`src/mmt_pkg.sv`:
```
/*
 * Constants, carrier types and the state record of the module management timing control block.
 * Assumes a 40 MHz system clock and a host on the 2-wire serial bus and sideband pins.
 */
// Overview of operation
// - byte 220 reports diagnostic monitoring type
// - byte 221 reports enhanced option bits
// - byte 223 checks bytes 192-222; 222 reserved
// - user page holds free-format bytes
// - fully functional within 2000 ms after reset
// - reset pin low over 2 us resets
// - serial bus answers within 2000 ms
// - init end clears not-ready, asserts interrupt
// - low-power pin enters low power quickly
// - interrupt output asserted within 200 ms
// - flags clear on read, interrupt releases
// - loss of signal sets flag, interrupt
// - transmit fault sets flag, interrupt
// - other conditions set flag, interrupt
// - mask bits gate flags off interrupt
// - module select gates bus responses
// - power-down bit enters and leaves low power; a high low-power pin still holds low power
// - write timings counted from stop
// - bus address is 1010000 plus direction
// - page select byte at 127 picks upper page
package mmt_pkg;

	// ------------------------------------------------------------------
	// timing
	// ------------------------------------------------------------------
	localparam int                 CLK_NS       = 25;
	localparam int                 NS_PER_MS    = 1000000;
	localparam int                 T_INIT_MS    = 2000;
	localparam int                 T_RST_MIN_NS = 2000;
	localparam int                 RST_CNT_W    = 8;
	localparam logic [RST_CNT_W-1:0] RST_MIN_CYC = RST_CNT_W'((T_RST_MIN_NS + CLK_NS - 1) / CLK_NS);
	localparam int                 INIT_W       = 27;

	// ------------------------------------------------------------------
	// bus address and register map
	// ------------------------------------------------------------------
	localparam logic [6:0] DEV_ADDR    = 7'h50;
	localparam logic [7:0] A_STATUS    = 8'h02;
	localparam logic [7:0] A_FLAG_LOS  = 8'h03;
	localparam logic [7:0] A_FLAG_TX   = 8'h04;
	localparam logic [7:0] A_FLAG_ALM  = 8'h05;
	localparam logic [7:0] A_PWR_CTRL  = 8'h5d;
	localparam logic [7:0] A_MASK_LOS  = 8'h64;
	localparam logic [7:0] A_MASK_TX   = 8'h65;
	localparam logic [7:0] A_MASK_ALM  = 8'h66;
	localparam logic [7:0] A_PAGE_SEL  = 8'h7f;
	localparam logic [7:0] A_EXT_ID_LO = 8'hc0;
	localparam logic [7:0] A_DIAG_TYPE = 8'hdc;
	localparam logic [7:0] A_ENH_OPTS  = 8'hdd;
	localparam logic [7:0] A_RSVD_ID   = 8'hde;
	localparam logic [7:0] A_EXT_CSUM  = 8'hdf;
	localparam logic [7:0] PAGE_ID     = 8'h00;
	localparam logic [7:0] PAGE_USER   = 8'h02;
	localparam int         EXT_LOW_N   = 28;
	localparam int         USER_N      = 128;
	localparam int         BIT_PWR_OVR = 0;
	localparam int         BIT_PWR_SET = 1;
	localparam logic [3:0] BITS_BYTE   = 4'h8;

	// ------------------------------------------------------------------
	// types
	// ------------------------------------------------------------------
	typedef struct packed {
		logic [3:0] los;
		logic [3:0] tx_fault;
		logic [7:0] alarm;
	} mmt_cond_t;

	typedef enum logic [6:0] {
		S_IDLE = 7'h01,
		S_ADDR = 7'h02,
		S_ACKA = 7'h04,
		S_WR   = 7'h08,
		S_ACKW = 7'h10,
		S_RD   = 7'h20,
		S_ACKR = 7'h40
	} mmt_bus_st_t;

	typedef struct packed {
		logic                         scl_m, scl_s, scl_p;
		logic                         sda_m, sda_s, sda_p;
		logic                         rstn_m, rstn_s;
		logic                         mseln_m, mseln_s;
		logic                         lp_m, lp_s;
		mmt_cond_t                    cond_m, cond_s;
		logic [RST_CNT_W-1:0]         rst_cnt;
		logic                         busy;
		logic [INIT_W-1:0]            init_cnt;
		logic                         ready;
		logic                         init_pend;
		logic                         stat_rd;
		mmt_bus_st_t                  bus_st;
		logic [3:0]                   bit_cnt;
		logic [7:0]                   shreg;
		logic                         rw;
		logic                         first;
		logic [7:0]                   ptr;
		logic [7:0]                   page;
		mmt_cond_t                    flags, mask, clr;
		logic [1:0]                   pwr_ctrl;
		logic                         intr_n;
		logic                         low_pwr;
		logic                         sda_oe;
		logic                         sda_out;
		logic [USER_N-1:0][7:0]       user_mem;
	} mmt_state_t;

endpackage : mmt_pkg

```
`src/mmt_ctrl.sv`:
```
/*
 * Management control and status logic: 2-wire serial slave, identification tail, user page,
 * interrupt flags and masks, reset pin filter, initialization and low-power control.
 * Assumes all pins are asynchronous to i_mclk and that the bus clock is far slower than i_mclk.
 */
`timescale 1ns/1ps
module mmt_ctrl #(
	parameter int                                  INIT_CYC    = mmt_pkg::T_INIT_MS * (mmt_pkg::NS_PER_MS / mmt_pkg::CLK_NS),
	parameter logic [7:0]                          DIAG_TYPE   = 8'h00,
	parameter logic [7:0]                          ENH_OPTS    = 8'h00,
	parameter logic [mmt_pkg::EXT_LOW_N-1:0][7:0]  EXT_ID_LOW  = '0
) (
	input  wire logic                i_mclk,             // system clock, 40 MHz
	input  wire logic                i_rst,              // power-on reset, async, high
	input  wire logic                i_reset_n_pin,      // host reset pin, low
	input  wire logic                i_module_select_n,  // module select pin, low
	input  wire logic                i_low_power_pin,    // low-power request pin
	input  wire mmt_pkg::mmt_cond_t  i_cond,             // raw flag conditions
	input  wire logic                i_scl,              // serial bus clock
	input  wire logic                i_sda_in,           // serial data line level
	output logic                     o_sda_out,          // serial data drive value
	output logic                     o_sda_oe,           // serial data drive enable
	output logic                     o_interrupt_out_n,  // interrupt pin, low
	output logic                     o_low_power,        // power level select
	output logic                     o_ready             // fully functional
);

	// ------------------------------------------------------------------
	// helpers
	// ------------------------------------------------------------------
	// sum of covered bytes
	function automatic logic [7:0] ext_csum();
		logic [7:0] s;
		s = DIAG_TYPE + ENH_OPTS;
		for (int i = 0; i < mmt_pkg::EXT_LOW_N; i++) begin
			s = s + EXT_ID_LOW[i];
		end
		return s;
	endfunction : ext_csum

	function automatic logic [7:0] rd_byte(input mmt_pkg::mmt_state_t s, input logic [7:0] a);
		logic [7:0] v;
		logic [7:0] idx;
		v   = 8'h00;
		idx = a - mmt_pkg::A_EXT_ID_LO;
		if (!a[7]) begin
			unique case (a)
				mmt_pkg::A_STATUS:   v = {7'h00, ~s.ready};
				mmt_pkg::A_FLAG_LOS: v = {4'h0, s.flags.los};
				mmt_pkg::A_FLAG_TX:  v = {4'h0, s.flags.tx_fault};
				mmt_pkg::A_FLAG_ALM: v = s.flags.alarm;
				mmt_pkg::A_PWR_CTRL: v = {6'h00, s.pwr_ctrl};
				mmt_pkg::A_MASK_LOS: v = {4'h0, s.mask.los};
				mmt_pkg::A_MASK_TX:  v = {4'h0, s.mask.tx_fault};
				mmt_pkg::A_MASK_ALM: v = s.mask.alarm;
				mmt_pkg::A_PAGE_SEL: v = s.page;
				default:             v = 8'h00;
			endcase
		end else if (s.page == mmt_pkg::PAGE_USER) begin
			v = s.user_mem[a[6:0]];
		end else if (s.page == mmt_pkg::PAGE_ID && a >= mmt_pkg::A_EXT_ID_LO) begin
			unique case (a)
				mmt_pkg::A_DIAG_TYPE: v = DIAG_TYPE;
				mmt_pkg::A_ENH_OPTS:  v = ENH_OPTS;
				mmt_pkg::A_RSVD_ID:   v = 8'h00;
				mmt_pkg::A_EXT_CSUM:  v = ext_csum();
				default:              v = EXT_ID_LOW[idx[4:0]];
			endcase
		end
		return v;
	endfunction : rd_byte

	// ------------------------------------------------------------------
	// state
	// ------------------------------------------------------------------
	mmt_pkg::mmt_state_t q, d;

	localparam mmt_pkg::mmt_state_t RST_STATE = '{
		scl_m: 1'b1, scl_s: 1'b1, scl_p: 1'b1, sda_m: 1'b1, sda_s: 1'b1, sda_p: 1'b1,
		rstn_m: 1'b1, rstn_s: 1'b1, mseln_m: 1'b1, mseln_s: 1'b1,
		intr_n: 1'b1, bus_st: mmt_pkg::S_IDLE, default: '0
	};

	logic start, stop, rise, fall, sel;
	logic [7:0] rdv;
	logic [7:0] stat_byte;
	assign rise  = q.scl_s & ~q.scl_p;
	assign fall  = ~q.scl_s & q.scl_p;
	assign start = q.scl_s & q.scl_p & q.sda_p & ~q.sda_s;
	assign stop  = q.scl_s & q.scl_p & ~q.sda_p & q.sda_s;
	assign sel   = ~q.mseln_s;
	assign rdv   = rd_byte(q, q.ptr);
	// status byte as the host would read it, for the init check
	assign stat_byte = rd_byte(q, mmt_pkg::A_STATUS);

	// ------------------------------------------------------------------
	// next state
	// ------------------------------------------------------------------
	always_comb begin
		d = q;
		// pin synchronisers, second stage feeds logic
		{d.scl_s, d.scl_m} = {q.scl_m, i_scl};
		{d.sda_s, d.sda_m} = {q.sda_m, i_sda_in};
		{d.rstn_s, d.rstn_m} = {q.rstn_m, i_reset_n_pin};
		{d.mseln_s, d.mseln_m} = {q.mseln_m, i_module_select_n};
		{d.lp_s, d.lp_m} = {q.lp_m, i_low_power_pin};
		d.cond_m = i_cond;
		d.cond_s = q.cond_m;
		d.scl_p  = q.scl_s;
		d.sda_p  = q.sda_s;

		if (q.rstn_s) begin
			d.rst_cnt = '0;
		end else if (q.rst_cnt != mmt_pkg::RST_MIN_CYC) begin
			d.rst_cnt = q.rst_cnt + 1'b1;
		end
		if (q.rst_cnt == mmt_pkg::RST_MIN_CYC) begin
			d.busy = 1'b1;
		end else if (q.busy && q.rstn_s) begin
			d.busy = 1'b0;
		end

		// init timer restarts at reset release
		if (q.busy) begin
			d.init_cnt  = '0;
			d.ready     = 1'b0;
			d.init_pend = 1'b0;
		end else if (!q.ready) begin
			d.init_cnt = q.init_cnt + 1'b1;
			if (q.init_cnt == mmt_pkg::INIT_W'(INIT_CYC - 1)) begin
				d.ready     = 1'b1;
				d.init_pend = 1'b1;
			end
		end

		// clears applied at stop; set wins over clear
		if (q.busy) begin
			d.flags = '0;
		end else begin
			d.flags = mmt_pkg::mmt_cond_t'((q.flags & ~(stop ? q.clr : '0)) | q.cond_s);
		end
		if (stop || q.busy) begin
			d.clr     = '0;
			d.stat_rd = 1'b0;
			if (q.stat_rd && !(q.busy || (!q.ready && d.ready))) begin
				d.init_pend = 1'b0;
			end
		end

		d.intr_n = ~(|(q.flags & ~q.mask) | q.init_pend);

		d.low_pwr = q.lp_s | (q.pwr_ctrl[mmt_pkg::BIT_PWR_OVR] & q.pwr_ctrl[mmt_pkg::BIT_PWR_SET]);

		// deselect or stop ends any transfer
		if (q.busy || stop || (!sel && q.bus_st != mmt_pkg::S_IDLE)) begin
			d.bus_st = mmt_pkg::S_IDLE;
			d.sda_oe = 1'b0;
		end else if (start) begin
			d.bus_st  = mmt_pkg::S_ADDR;
			d.bit_cnt = '0;
			d.sda_oe  = 1'b0;
		end else begin
			unique case (q.bus_st)
				mmt_pkg::S_IDLE: begin
				end
				mmt_pkg::S_ADDR: begin
					if (rise) begin
						d.shreg   = {q.shreg[6:0], q.sda_s};
						d.bit_cnt = q.bit_cnt + 4'h1;
					end else if (fall && q.bit_cnt == mmt_pkg::BITS_BYTE) begin
						// fixed device address; answers once reset released
						if (q.shreg[7:1] == mmt_pkg::DEV_ADDR && sel) begin
							d.bus_st = mmt_pkg::S_ACKA;
							d.sda_oe = 1'b1;
							d.rw     = q.shreg[0];
						end else begin
							d.bus_st = mmt_pkg::S_IDLE;
						end
					end
				end
				mmt_pkg::S_ACKA: begin
					if (fall) begin
						d.bit_cnt = '0;
						if (q.rw) begin
							d.bus_st = mmt_pkg::S_RD;
							d.shreg  = rdv;
							d.sda_oe = ~rdv[7];
						end else begin
							d.bus_st = mmt_pkg::S_WR;
							d.sda_oe = 1'b0;
							d.first  = 1'b1;
						end
					end
				end
				mmt_pkg::S_WR: begin
					if (rise) begin
						d.shreg   = {q.shreg[6:0], q.sda_s};
						d.bit_cnt = q.bit_cnt + 4'h1;
					end else if (fall && q.bit_cnt == mmt_pkg::BITS_BYTE) begin
						d.bus_st = mmt_pkg::S_ACKW;
						d.sda_oe = 1'b1;
						d.first  = 1'b0;
						if (q.first) begin
							d.ptr = q.shreg;
						end else begin
							d.ptr = q.ptr + 8'h01;
							// control takes effect before the stop
							if (!q.ptr[7]) begin
								unique case (q.ptr)
									mmt_pkg::A_PWR_CTRL: d.pwr_ctrl = q.shreg[1:0];
									mmt_pkg::A_MASK_LOS: d.mask.los = q.shreg[3:0];
									mmt_pkg::A_MASK_TX:  d.mask.tx_fault = q.shreg[3:0];
									mmt_pkg::A_MASK_ALM: d.mask.alarm = q.shreg;
									mmt_pkg::A_PAGE_SEL: d.page = q.shreg;
									default: begin
									end
								endcase
							end else if (q.page == mmt_pkg::PAGE_USER) begin
								d.user_mem[q.ptr[6:0]] = q.shreg;
							end
						end
					end
				end
				mmt_pkg::S_ACKW: begin
					if (fall) begin
						d.bus_st  = mmt_pkg::S_WR;
						d.sda_oe  = 1'b0;
						d.bit_cnt = '0;
					end
				end
				mmt_pkg::S_RD: begin
					if (rise) begin
						d.bit_cnt = q.bit_cnt + 4'h1;
					end else if (fall) begin
						if (q.bit_cnt == mmt_pkg::BITS_BYTE) begin
							d.bus_st = mmt_pkg::S_ACKR;
							d.sda_oe = 1'b0;
							d.ptr    = q.ptr + 8'h01;
							unique case (q.ptr)
								mmt_pkg::A_STATUS:   d.stat_rd = 1'b1;
								mmt_pkg::A_FLAG_LOS: d.clr.los = q.flags.los;
								mmt_pkg::A_FLAG_TX:  d.clr.tx_fault = q.flags.tx_fault;
								mmt_pkg::A_FLAG_ALM: d.clr.alarm = q.flags.alarm;
								default: begin
								end
							endcase
						end else begin
							d.shreg  = {q.shreg[6:0], 1'b0};
							d.sda_oe = ~q.shreg[6];
						end
					end
				end
				mmt_pkg::S_ACKR: begin
					if (rise) begin
						if (q.sda_s) begin
							d.bus_st = mmt_pkg::S_IDLE;
						end else begin
							d.bit_cnt = '0;
						end
					end else if (fall && q.bit_cnt == '0) begin
						d.bus_st = mmt_pkg::S_RD;
						d.shreg  = rdv;
						d.sda_oe = ~rdv[7];
					end
				end
			endcase
		end
		// open-drain: only ever pulls low
		d.sda_out = 1'b0;
	end

	always_ff @(posedge i_mclk or posedge i_rst) begin
		if (i_rst) begin
			q <= RST_STATE;
		end else begin
			q <= d;
		end
	end

	assign o_sda_out         = q.sda_out;
	assign o_sda_oe          = q.sda_oe;
	assign o_interrupt_out_n = q.intr_n;
	assign o_low_power       = q.low_pwr;
	assign o_ready           = q.ready;
endmodule : mmt_ctrl

```
`config.mk`:
```
export PLATFORM = sky130hd
export DESIGN_NAME = mmt_ctrl
export DESIGN_NICKNAME = d
export VERILOG_FILES = /design/src/mmt_pkg.sv /design/src/mmt_ctrl.sv
export SDC_FILE = /design/constraint.sdc
export NUM_CORES = 2
export LEC_CHECK = 0
export BUFFER_PORTS_ARGS = -buffer_cell sky130_fd_sc_hd__buf_2
export CAP_MARGIN = 20
export CORE_UTILIZATION = 58
export CTS_CLUSTER_SIZE = 28
export DETAILED_ROUTE_END_ITERATION = 6
export GPL_TIMING_DRIVEN = 0
export PLACE_DENSITY = 0.72
export SKIP_LAST_GASP = 1
export SLEW_MARGIN = 20
export SYNTH_ARGS = -nofsm -noshare
export SYNTH_HDL_FRONTEND = slang
export SYNTH_SLANG_ARGS = --single-unit
```
`constraint.sdc`:
```
create_clock -name i_mclk -period 46.3 [get_ports i_mclk]
set_clock_uncertainty 0.05 [all_clocks]
set_input_delay 9.26 -clock i_mclk [delete_from_list [all_inputs] [get_ports i_mclk]]
set_output_delay 9.26 -clock i_mclk [all_outputs]
set_load 0.01 [all_outputs]
```
==> flow_summary.ini <==
[status]
outcome = complete, no violations

[pwr]
power_density_mw_per_mm2 = 36.4
cellLeakagePower_nw = 28.3
vdd_drop_max_v = 0.0000330

[hold_path]
min_to = q[1166]$_DFF_PP0_
whs_path_depth = 0
min_from = d[1166]$_DFF_PP0_
hp-class = reg2reg

[critical_path]
worst_path_most_repeated_cell = buf_16
crit_path_max_fanout = 95
end_kind = asynchronous set/reset pin
r2r_end = q[1099]$_DFFE_PP0P_
cp.required_ns = 47.12
cp_slowest_cell = buf_16
critPathBufInv = 8
rr_worst_depth = 10
reg2reg_slack_ns = 39.36
worstPathCellList = buf_2, inv_8, buf_16, buf_16, buf_16, buf_16, buf_16, buf_16
start_kind = input port
critical_path_class = in2async
cp.arrival_ns = 12.34
r2r-start = q[1086]$_DFFE_PP0P_
slowest_delay_ns = 0.43
cp_top_family = buffers and inverters

[layout]
multi_input_area_mm2 = 0.0238
finalNetCount = 4410
layout_commonest_cell = dfrtp_1
syn_to_final_growth_pct = 12.3
final_cell_mix = dfrtp_1, mux2_2, clkbuf_1
ff_latch_area_mm2 = 0.0300
drive_above_1_share_pct = 37.7
fillers = 7065

[global_route]
grt_pass1_vias = 40500
gr-total-overflow = 0
antenna_found_initial = 17
track_usage_pct = 46.9
grt_pass1_wl_um = 311000
grt_max_degree = 107

[synth]
postSynth.asyncResetShare_pct = 100
yosysTopAreaCellShare_pct = 53.8
ys_ff_latch = 1197
synth_area_mm2 = 0.0551
synth_cells = 4196
yosys_warnings = 0
synthTopCellsByArea = dfrtp_1, mux2_2, a221oi_1
synth_top_area_cell = dfrtp_1
synthFlopType = dfrtp_1
synth.avg_cell_area_um2 = 13.1
ys_seq_area_share_pct = 54.3
syn_nets = 4228
synth_edf_count = 0
synthDistinctLibCells = 81

[placement]
port_buffers = 26
gp_congestion = 1.05
hpwl_um = 149000

[floorplan]
core_area_mm2 = 0.0937
initial_utilization_pct = 58.8
die_w_um = 310
die_h_um = 310
dieArea_mm2 = 0.0963
rows = 112
io_pins = 28

[sta]
tightest_slew_ns = 1.41
setup_tns_ns = 0
finalSetupViolCount = 0
slew_violations = 0
rsz0062_at_grt = no
fin_hold_ws_ns = 0.300
period_needed_ns = 11.52
fin_crit_sh_pct = 24.9
slew_headroom_pct = 5.93
fmax_mhz = 86.8
finalHoldViolations = 0

[run]
maxCapViolations = 0

[clocking]
cts.sinks = 1197
htreeDepth = 3
clk_pin_slew_ns = 0.07
cts_buffer_depth = 3
cts_root_buffer = clkbuf_16
ctsResizeCount = 0
cts_buffers = 121
clock_latency_ns = 0.75
hold_buffers = 0
cts_setup_buffers = 0
cts_tree = done

[routing]
drc = 0
wire_per_inst_um = 38.8
num_vias = 42200
firstDrtPassIters = 6
via_per_inst = 7.34
drtIter0Drc = 6811
ant_nets = 0
routed_wl_um = 224000
==> through the flow <==
stage / total power [mW] / instance area (um2) / worst slack, ns / utilization [%] / cells
2_1_floorplan: 1.15 / 55100 / 3.29 / - / 4196
3_3_place_gp: 1.22 / 56800 / -9.88 / 60.6 / 5476
3_5_place_dp: 1.23 / 57700 / 33.92 / 61.5 / 5508
4_1_cts: 2.24 / 61800 / 34.67 / 65.9 / 5731
5_1_grt: 2.29 / 61900 / 34.35 / 66.0 / 5733
6_report: 2.25 / 61900 / 34.78 / 66.0 / 5758
==> power by group <==
part | total [mW] | leakage (nW) | internal [mW] | switching, mW
Clock | 1.04 | 2.02 | 0.603 | 0.434
Sequential | 1.06 | 16.5 | 1.05 | 0.00401
Combinational | 0.162 | 9.81 | 0.0252 | 0.137
Total | 2.25 | 28.3 | 1.68 | 0.575
==> synthesized netlist by cell type (20+ instances only) <==
| master | count |
|---|---|
| a221oi_1 | 164 |
| dfrtp_1 | 1185 |
| xor2_1 | 22 |
| nor3_1 | 28 |
| nand3_1 | 41 |
| a31oi_1 | 20 |
| buf_1 | 42 |
| mux2i_1 | 88 |
| a22oi_1 | 90 |
| o211ai_1 | 27 |
| nand2_1 | 141 |
| inv_1 | 35 |
| o21ai_0 | 101 |
| a21oi_1 | 113 |
| clkbuf_1 | 272 |
| nor2_4 | 80 |
| a22o_1 | 21 |
| mux2_2 | 1119 |
| nor2_1 | 151 |
| mux4_2 | 48 |
| nor2_2 | 48 |
| a221o_1 | 28 |
==> per-layer routing <==
layer,GRT usage [%],up-vias,wire (um)
li1,-,16000,-
met1,58.8,21600,80200
met2,62.7,3591,89000
met3,23.1,1083,34000
met4,33.1,16,19900
met5,1.62,-,391
==> sequential cells by signal, indices dropped and copies added (netlist names) <==
| signal | count |
|---|---|
| d | 23 |
| o_interrupt_out_n | 1 |
| o_low_power | 1 |
| o_ready | 1 |
| o_sda_oe | 1 |
| q | 1170 |
==> worst reg2reg max path: cells and delay by family, from the launching register on <==
family,cells,cell delay (ns)
DFF,1,0.38
AOI/OAI and AO/OA,4,2.11
buffers and inverters,6,4.32
==> area by class of cell <==
class	instances	area share [%]
diodes	26	0.105
plain buffers	323	2.21
clock buffers	190	5.88
clock inverters	33	0.782
inverters	36	0.230
multi-input cells	2640	38.5
flip-flops and latches	1197	48.4
well taps	1254	2.53
repair buffers	59	1.38
==> cell families after synthesis <==
logic type               Yosys count  share of synthesized area, %
adder cells (fa/ha/maj)            9                         0.204
flip-flops                      1197                          54.3
AND/OR/NAND/NOR                  645                          6.78
other                              1                       0.00680
XOR/XNOR                          32                         0.508
buffers and inverters            359                          2.50
multiplexers                    1255                          26.4
AO/OA/AOI/OAI                    698                          9.25
==> worst max-delay path by stage <==
stage	depth (start not counted)	startpoint	to
after floorplan	1	i_rst	d[1154]$_DFF_PP0_
after global placement	2	i_rst	q[135]$_DFFE_PP0P_
after detailed placement	8	i_rst	q[135]$_DFFE_PP0P_
after CTS	8	i_rst	q[127]$_DFFE_PP0P_
after global routing	8	i_rst	q[79]$_DFFE_PP0P_
final	8	i_rst	q[140]$_DFFE_PP0P_
Power figures use the tool's default switching activity.
